File: config.mk
export PLATFORM = sky130hd
export DESIGN_NAME = programmable_clock_output
export DESIGN_NICKNAME = d
export VERILOG_FILES = /design/src/reload_timer.v /design/src/programmable_clock_output.v
export VERILOG_INCLUDE_DIRS = /design/src
export SDC_FILE = /design/constraint.sdc
export NUM_CORES = 1
export LEC_CHECK = 0
export CAP_MARGIN = 30
export CELL_PAD_IN_SITES_DETAIL_PLACEMENT = 1
export CELL_PAD_IN_SITES_GLOBAL_PLACEMENT = 2
export CORE_UTILIZATION = 41
export CTS_BUF_LIST = sky130_fd_sc_hd__clkbuf_16
export CTS_CLUSTER_DIAMETER = 120
export DETAILED_ROUTE_END_ITERATION = 12
export DONT_BUFFER_PORTS = 1
export PLACE_DENSITY_LB_ADDON = 0.1
export SYNTH_ARGS = -nofsm -noshare
export SYNTH_HDL_FRONTEND = slang
export SYNTH_SLANG_ARGS = --single-unit
File: constraint.sdc
create_clock -name clock -period 4.9 [get_ports clock]
set_clock_uncertainty 0.1 [all_clocks]
set_input_delay 0.49 -clock clock [delete_from_list [all_inputs] [get_ports clock]]
set_output_delay 0.49 -clock clock [all_outputs]
set_load 0.02 [all_outputs]
File: src/clock_out_map.vh
`ifndef CLOCK_OUT_MAP_VH
`define CLOCK_OUT_MAP_VH
// ****************************************
// Register addresses
// ****************************************
`define ADDR_IRQ_ENABLE_CLOCK_OUT 8'h8f
`define ADDR_CLOCK_DIVIDER_CONTROL 8'h97
`define ADDR_TIMER_PAIR_MODE 8'hd1
// ****************************************
// Field positions
// ****************************************
`define BIT_TIMER_B_RUN 7
`define BIT_TIMER_B_SOURCE_SELECT 6
`define BIT_TIMER_B_FAST_TICK 5
`define BIT_TIMER_B_CLOCK_OUT_ENABLE 4
`define BIT_TIMER_A_RUN 3
`define BIT_TIMER_A_SOURCE_SELECT 2
`define BIT_TIMER_A_FAST_TICK 1
`define BIT_TIMER_A_CLOCK_OUT_ENABLE 0
`define BIT_MASTER_OUT_SELECT_HI 3
`define BIT_MASTER_OUT_SELECT_MID 7
`define BIT_MASTER_OUT_SELECT_LO 6
// ****************************************
// Reset values and counts
// ****************************************
`define RESET_REG 8'h00
`define RESET_RELOAD 16'h0000
`define SLOW_TICK_DIVIDE 4'hc
`define MSEL_OFF 3'h0
`define MSEL_DIV1 3'h1
`define MSEL_DIV2 3'h2
`define MSEL_DIV4 3'h3
`define MSEL_DIV16 3'h4
`endif

File: src/reload_timer.v
`timescale 1ns/1ps
`include "clock_out_map.vh"
module reload_timer #(
   parameter WIDTH = 16
) (
   input wire clock,
   input wire sys_rst,
   input wire run,
   input wire source_select,
   input wire fast_tick,
   input wire clock_out_enable,
   input wire slow_tick,
   input wire ext_pin,
   input wire [WIDTH-1:0] reload,
   output reg [WIDTH-1:0] count_r,
   output reg toggle_r
);
   reg ext_prev_r;
   wire ext_fall;
   wire tick;
   wire overflow;
   // ****************************************
   // Tick source and counter
   // ****************************************
   assign ext_fall = ext_prev_r & ~ext_pin;
   assign tick = source_select ? ext_fall : (fast_tick ? 1'b1 : slow_tick);
   assign overflow = run & tick & (&count_r);
   always @(posedge clock) begin
      if (sys_rst) begin
         ext_prev_r <= 1'b0;
         count_r <= {WIDTH{1'b0}};
         toggle_r <= 1'b0;
      end else begin
         ext_prev_r <= ext_pin;
         if (run && tick) begin
            if (overflow) begin
               count_r <= reload;
            end else begin
               count_r <= count_r + {{(WIDTH-1){1'b0}}, 1'b1};
            end
         end
         if (!clock_out_enable) begin
            toggle_r <= 1'b0;
         end else if (overflow) begin
            toggle_r <= ~toggle_r;
         end
      end
   end
endmodule

File: src/programmable_clock_output.v
// Behaviour
// - Mode bit 7 runs timer b
// - Bit 6 picks timer b external pulses
// - Bit 5 picks fast or divide-by-12 tick
// - Bit 4 toggles timer b pin per overflow
// - Timer b sixteen bit auto reload
// - Disabled timer b pin carries no toggle
// - Mode bit 3 runs timer a
// - Bit 2 picks timer a external pulses
// - Bit 1 picks fast or divide-by-12 tick
// - Bit 0 gates timer a toggle pin
// - Timer a sixteen bit auto reload
// - Master select split over two registers
// - Select decodes off, 2, 2, 4, 16
// - Select 1 to 4 drives master clock pin
`timescale 1ns/1ps
`include "clock_out_map.vh"
module programmable_clock_output #(
   parameter WIDTH = 16
) (
   input wire clock,
   input wire sys_rst,
   input wire reg_write,
   input wire [7:0] reg_addr,
   input wire [7:0] reg_wdata,
   output reg [7:0] reg_rdata_r,
   input wire [WIDTH-1:0] timer_a_reload,
   input wire [WIDTH-1:0] timer_b_reload,
   input wire timer_a_ext_pin,
   input wire timer_b_ext_pin,
   output reg timer_a_out_r,
   output reg timer_a_out_en_r,
   output reg timer_b_out_r,
   output reg timer_b_out_en_r,
   output reg master_clock_out_pin,
   output reg master_clock_out_en_r
);
   reg [7:0] irq_enable_clock_out_r;
   reg [7:0] clock_divider_control_r;
   reg [7:0] timer_pair_mode_r;
   reg [3:0] slow_count_r;
   reg slow_tick_r;
   reg [3:0] prescale_r;
   reg master_nxt;
   reg master_en_nxt;
   reg [7:0] reg_rdata_nxt;
   wire [2:0] master_sel;
   wire [1:0] run_bits;
   wire [1:0] source_bits;
   wire [1:0] fast_bits;
   wire [1:0] enable_bits;
   wire [1:0] ext_bits;
   wire [1:0] toggle_bits;
   wire [2*WIDTH-1:0] reload_bits;
   genvar lane;
   // ****************************************
   // Register file
   // ****************************************
   always @(posedge clock) begin
      if (sys_rst) begin
         irq_enable_clock_out_r <= `RESET_REG;
         clock_divider_control_r <= `RESET_REG;
         timer_pair_mode_r <= `RESET_REG;
      end else if (reg_write) begin
         case (reg_addr)
            `ADDR_IRQ_ENABLE_CLOCK_OUT: begin
               irq_enable_clock_out_r <= reg_wdata;
            end
            `ADDR_CLOCK_DIVIDER_CONTROL: begin
               clock_divider_control_r <= reg_wdata;
            end
            `ADDR_TIMER_PAIR_MODE: begin
               timer_pair_mode_r <= reg_wdata;
            end
            default: begin
            end
         endcase
      end
   end
   // ****************************************
   // Read back
   // ****************************************
   always @* begin
      case (reg_addr)
         `ADDR_IRQ_ENABLE_CLOCK_OUT: begin
            reg_rdata_nxt = irq_enable_clock_out_r;
         end
         `ADDR_CLOCK_DIVIDER_CONTROL: begin
            reg_rdata_nxt = clock_divider_control_r;
         end
         `ADDR_TIMER_PAIR_MODE: begin
            reg_rdata_nxt = timer_pair_mode_r;
         end
         default: begin
            reg_rdata_nxt = 8'h00;
         end
      endcase
   end
   always @(posedge clock) begin
      if (sys_rst) begin
         reg_rdata_r <= 8'h00;
      end else begin
         reg_rdata_r <= reg_rdata_nxt;
      end
   end
   // ****************************************
   // Divide-by-12 tick
   // ****************************************
   always @(posedge clock) begin
      if (sys_rst) begin
         slow_count_r <= 4'h0;
         slow_tick_r <= 1'b0;
      end else if (slow_count_r == `SLOW_TICK_DIVIDE - 4'h1) begin
         slow_count_r <= 4'h0;
         slow_tick_r <= 1'b1;
      end else begin
         slow_count_r <= slow_count_r + 4'h1;
         slow_tick_r <= 1'b0;
      end
   end
   // ****************************************
   // Timer lanes, index 0 is timer a
   // ****************************************
   assign run_bits = {
      timer_pair_mode_r[`BIT_TIMER_B_RUN],
      timer_pair_mode_r[`BIT_TIMER_A_RUN]};
   assign source_bits = {
      timer_pair_mode_r[`BIT_TIMER_B_SOURCE_SELECT],
      timer_pair_mode_r[`BIT_TIMER_A_SOURCE_SELECT]};
   assign fast_bits = {
      timer_pair_mode_r[`BIT_TIMER_B_FAST_TICK],
      timer_pair_mode_r[`BIT_TIMER_A_FAST_TICK]};
   assign enable_bits = {
      timer_pair_mode_r[`BIT_TIMER_B_CLOCK_OUT_ENABLE],
      timer_pair_mode_r[`BIT_TIMER_A_CLOCK_OUT_ENABLE]};
   assign ext_bits = {timer_b_ext_pin, timer_a_ext_pin};
   assign reload_bits = {timer_b_reload, timer_a_reload};
   generate
      for (lane = 0; lane < 2; lane = lane + 1) begin : timer_lane
         reload_timer #(
            .WIDTH(WIDTH)
         ) reload_timer_i (
            .clock(clock),
            .sys_rst(sys_rst),
            .run(run_bits[lane]),
            .source_select(source_bits[lane]),
            .fast_tick(fast_bits[lane]),
            .clock_out_enable(enable_bits[lane]),
            .slow_tick(slow_tick_r),
            .ext_pin(ext_bits[lane]),
            .reload(reload_bits[lane*WIDTH +: WIDTH]),
            .count_r(),
            .toggle_r(toggle_bits[lane])
         );
      end
   endgenerate
   // ****************************************
   // Timer pins
   // ****************************************
   always @(posedge clock) begin
      if (sys_rst) begin
         timer_a_out_r <= 1'b0;
         timer_a_out_en_r <= 1'b1;
         timer_b_out_r <= 1'b0;
         timer_b_out_en_r <= 1'b1;
      end else begin
         timer_a_out_r <= toggle_bits[0];
         timer_a_out_en_r <= ~enable_bits[0];
         timer_b_out_r <= toggle_bits[1];
         timer_b_out_en_r <= ~enable_bits[1];
      end
   end
   // ****************************************
   // Master clock output
   // ****************************************
   assign master_sel = {
      irq_enable_clock_out_r[`BIT_MASTER_OUT_SELECT_HI],
      clock_divider_control_r[`BIT_MASTER_OUT_SELECT_MID],
      clock_divider_control_r[`BIT_MASTER_OUT_SELECT_LO]};
   always @(posedge clock) begin
      if (sys_rst) begin
         prescale_r <= 4'h0;
      end else begin
         prescale_r <= prescale_r + 4'h1;
      end
   end
   // ****************************************
   // Master select decode
   // ****************************************
   always @* begin
      case (master_sel)
         `MSEL_DIV1: begin
            master_nxt = ~master_clock_out_pin;
            master_en_nxt = 1'b0;
         end
         `MSEL_DIV2: begin
            master_nxt = prescale_r[0];
            master_en_nxt = 1'b0;
         end
         `MSEL_DIV4: begin
            master_nxt = prescale_r[1];
            master_en_nxt = 1'b0;
         end
         `MSEL_DIV16: begin
            master_nxt = prescale_r[3];
            master_en_nxt = 1'b0;
         end
         default: begin
            master_nxt = 1'b0;
            master_en_nxt = 1'b1;
         end
      endcase
   end
   always @(posedge clock) begin
      if (sys_rst) begin
         master_clock_out_pin <= 1'b0;
         master_clock_out_en_r <= 1'b1;
      end else begin
         master_clock_out_pin <= master_nxt;
         master_clock_out_en_r <= master_en_nxt;
      end
   end
endmodule

==> results.sh <==
export IMPL_first_pass_iters=4
export IMPL_powerDensity_nw_per_um2=316
export IMPL_ant_nets=0
export IMPL_hold_path_end="timer_lane[1].reload_timer_i.count_r[10]"
export IMPL_fillCellCount=1089
export IMPL_grt_pass1_vias=3275
export IMPL_period_needed_ns=2.35
export IMPL_slew_viol_final=0
export IMPL_grt_pass1_wl_mm=16.2
export IMPL_hold_viol=0
export IMPL_io_pins=67
export IMPL_synth_simple_area_share_pct=26.0
export IMPL_postCtsSetupBuffers=0
export IMPL_antenna_cells=0
export IMPL_clk_latency_ns=0.34
export IMPL_sw_frac_of_total_pct=22.2
export IMPL_cp_arrival_ns=2.48
export IMPL_dp_hpwl_mm=6.85
export IMPL_grt_busiest_layer="met2"
export IMPL_grt_util_met3_pct=4.54
export IMPL_timing_critical_path_required_ns=5.03
export IMPL_final_cell_mix="dfxtp_1 (83), nor2_1 (52), nand2_1 (41), a21oi_1 (33), mux2i_1 (22)"
export IMPL_reg2reg_setup_slack_ns=2.55
export IMPL_grt_max_degree=75
export IMPL_status="finished clean"
export IMPL_htree_levels=3
export IMPL_min_path_type="in -> reg"
export IMPL_fp_dieH_microns=99.0
export IMPL_r2r_start="timer_lane[0].reload_timer_i.count_r[0]"
export IMPL_vias_per_cell=5.91
export IMPL_synthFlopType="dfxtp_1"
export IMPL_synth_edf_count=0
export IMPL_tightest_slew_ns=0.820
export IMPL_drive_gt1_share_pct=7.97
export IMPL_drt_initial_drc_count=69
export IMPL_antenna_found_initial=0
export IMPL_power_frac_comb_pct=1.3
export IMPL_p_sw_mw=0.294
export IMPL_final_setup_tns_ns=0
export IMPL_synth_xor_area_share_pct=2.04
export IMPL_core_area_sq_um=9200
export IMPL_yosysWarnings=0
export IMPL_path_clk_slew_ns=0.07
export IMPL_nets=491
export IMPL_cpPeakStageDelay_ns=0.62
export IMPL_num_vias=3252
export IMPL_peakVddDrop_v=0.000172
export IMPL_hold_buffers=0
export IMPL_ys_seq_area_share_pct=43.1
export IMPL_multi_input_area_sq_um=2060
export IMPL_cts_root_buf="clkbuf_16"
export IMPL_grtUsageMet2_pct=34.9
export IMPL_crit_buf_inv=1
export IMPL_slew_headroom_pct=45.2
export IMPL_portBuffers=0
export IMPL_power_leakage_nw=1.45
export IMPL_synth_compound_area_share_pct=18.5
export IMPL_syn_avg_cell_area_sq_um=8.75
export IMPL_maxCapViolations=0
export IMPL_wire_per_inst_microns=17.6
export IMPL_postLayoutSetupSlackWorst_ns=2.55
export IMPL_clk_path_buf_depth=2
export IMPL_synthAdderAreaFrac_pct=1.30
export IMPL_hold_depth=1
export IMPL_crit_slowest_cell="nor4_2"
export IMPL_ys_async_sr_fraction_pct=0
export IMPL_cts_resized=0
export IMPL_power_frac_seq_pct=51.5
export IMPL_start_util_pct=41.9
export IMPL_utilization_pct=45.8
export IMPL_die_area_sq_um=9800
export IMPL_power_frac_clock_pct=47.2
export IMPL_yosysUniqueCellTypes=58
export IMPL_synth_cells=441
export IMPL_r2r_cells=7
export IMPL_synthMuxAreaShare_pct=5.71
export IMPL_crit_family="simple AND/OR/NAND/NOR gates"
export IMPL_drc=0
export IMPL_layout_commonest_cell="dfxtp_1"
export IMPL_syn_nets=498
export IMPL_gr_usage_all_layers_pct=21.1
export IMPL_rr_endpoint="timer_lane[0].reload_timer_i.toggle_r"
export IMPL_rsz0062_at_grt="false"
export IMPL_use_met1_pct=26.0
export IMPL_cts_buffers=9
export IMPL_synth_top_family_by_area="simple AND/OR/NAND/NOR gates"
export IMPL_grt_ovfl_total=0
export IMPL_cts_tree="built"
export IMPL_syn_to_final_growth_pct=9.08
export IMPL_hold_start="sys_rst"
export IMPL_clkSinkCount=83
export IMPL_fp_row_count=35
export IMPL_path_cells="ha_1 > nand3_1 > nor4_2 > buf_4 > and2_1 > xnor2_1 > nor2_1"
export IMPL_start_kind="flip-flop"
export IMPL_routed_wl_mm=9.65
export IMPL_end_kind="flip-flop"
export IMPL_setup_viol=0
export IMPL_holdWs_ns=0.114
export IMPL_gp_congestion=0.817
export IMPL_seq_area_sq_um=1660
export IMPL_power_internal_mw=1.03
export IMPL_dp_slack_ns=2.56
export IMPL_path_max_fanout=14
export IMPL_timing_fmax_ghz=0.426
export IMPL_die_w_microns=99.0
export IMPL_synth_seq_cells=83
export IMPL_path_class="reg -> reg"
export IMPL_synth_cell_area_sq_um=3860
export IMPL_fin_crit_sh_pct=47.9
-- layer usage --
layer / wire length (microns) / up-vias
met2: 4510 / 64
li1: - / 1598
met1: 4530 / 1574
met5: 0 / -
met3: 443 / 16
met4: 176 / 0
-- flip-flops by register name, indices dropped and copies added, names as in the netlist, 2 cells and up --
name and count:
prescale_r 4, timer_lane.reload_timer_i.ext_prev_r 2, slow_count_r 4, timer_lane.reload_timer_i.toggle_r 2
reg_rdata_r 8, irq_enable_clock_out_r 8, timer_pair_mode_r 8, timer_lane.reload_timer_i.count_r 32
clock_divider_control_r 8
-- Yosys cell counts, types with 3 or more instances --
| library cell | number | share of area [%] |
|---|---|---|
| o31ai_1 | 3 | 0.58 |
| a211oi_1 | 7 | 1.4 |
| o21bai_1 | 3 | 0.58 |
| nand4_1 | 8 | 1.3 |
| mux2i_1 | 22 | 5.7 |
| a2bb2oi_1 | 3 | 0.68 |
| nor2_1 | 52 | 5.1 |
| xor2_1 | 4 | 0.91 |
| nand2_1 | 41 | 4.0 |
| and4_1 | 3 | 0.68 |
| a21oi_1 | 33 | 4.3 |
| dfxtp_1 | 83 | 43 |
| o2bb2ai_1 | 4 | 0.91 |
| nand2b_1 | 3 | 0.49 |
| o21ai_0 | 12 | 1.6 |
| nor3_1 | 13 | 1.7 |
| a22o_1 | 9 | 2.0 |
| clkbuf_1 | 17 | 1.7 |
| inv_1 | 9 | 0.88 |
| nor4_1 | 5 | 0.81 |
| xnor2_1 | 5 | 1.1 |
| nand3_1 | 21 | 2.7 |
| a31oi_1 | 11 | 1.8 |
| ha_1 | 4 | 1.3 |
| nor2b_1 | 12 | 1.9 |
| a22oi_1 | 10 | 1.9 |
-- kinds of logic (layout without fill, tap and decap cells) --
kind of cell	after synthesis	after routing
xor gates and xnor gates	9	9
muxes	22	22
AOI/OAI and AO/OA	106	106
buffers and inverters	31	29
DFF	83	83
and+or+nand+nor	186	186
adders and majority gates	4	4
-- worst max path at each step --
stage | start | to | slack [ns] | cells after the start
finish | timer_lane[0].reload_timer_i.count_r[0] | timer_lane[0].reload_timer_i.toggle_r | 2.55 | 7
global route | timer_lane[0].reload_timer_i.count_r[0] | timer_lane[0].reload_timer_i.toggle_r | 2.29 | 7
global placement | reg_addr[5] | timer_pair_mode_r[3] | 2.61 | 5
detailed placement | timer_lane[0].reload_timer_i.count_r[0] | timer_lane[0].reload_timer_i.toggle_r | 2.56 | 7
CTS | timer_lane[0].reload_timer_i.count_r[0] | timer_lane[0].reload_timer_i.count_r[8] | 2.54 | 7
floorplan | timer_lane[0].reload_timer_i.count_r[0] | timer_lane[0].reload_timer_i.count_r[0] | 3.09 | 8
-- power by group through the flow --
stage	Sequential (mW)	Clock [mW]	Combinational (mW)
detailed placement	0.699	0	0.0174
global placement	0.699	0	0.0167
CTS	0.684	0.650	0.0175
floorplan	0.698	0	0.0237
global route	0.684	0.674	0.0192
finish	0.684	0.627	0.0173
-- area by class of cell --
| cell class | instances | area share, % |
|---|---|---|
| clock buffer | 9 | 5.35 |
| clock inverter | 7 | 1.19 |
| inverter | 9 | 0.803 |
| multi-input combinational | 327 | 49.1 |
| sequential | 83 | 39.5 |
| tap | 111 | 3.30 |
| timing repair buffer | 4 | 0.803 |
-- through the flow --
step	instance area [sq um]	power [mW]	instances
detailed placement	3920	0.716	533
floorplan	3860	0.722	441
global route	4210	1.38	550
finish	4210	1.33	550
CTS	4200	1.35	549
global placement	3910	0.715	532
(Power assumes the default switching activity.)
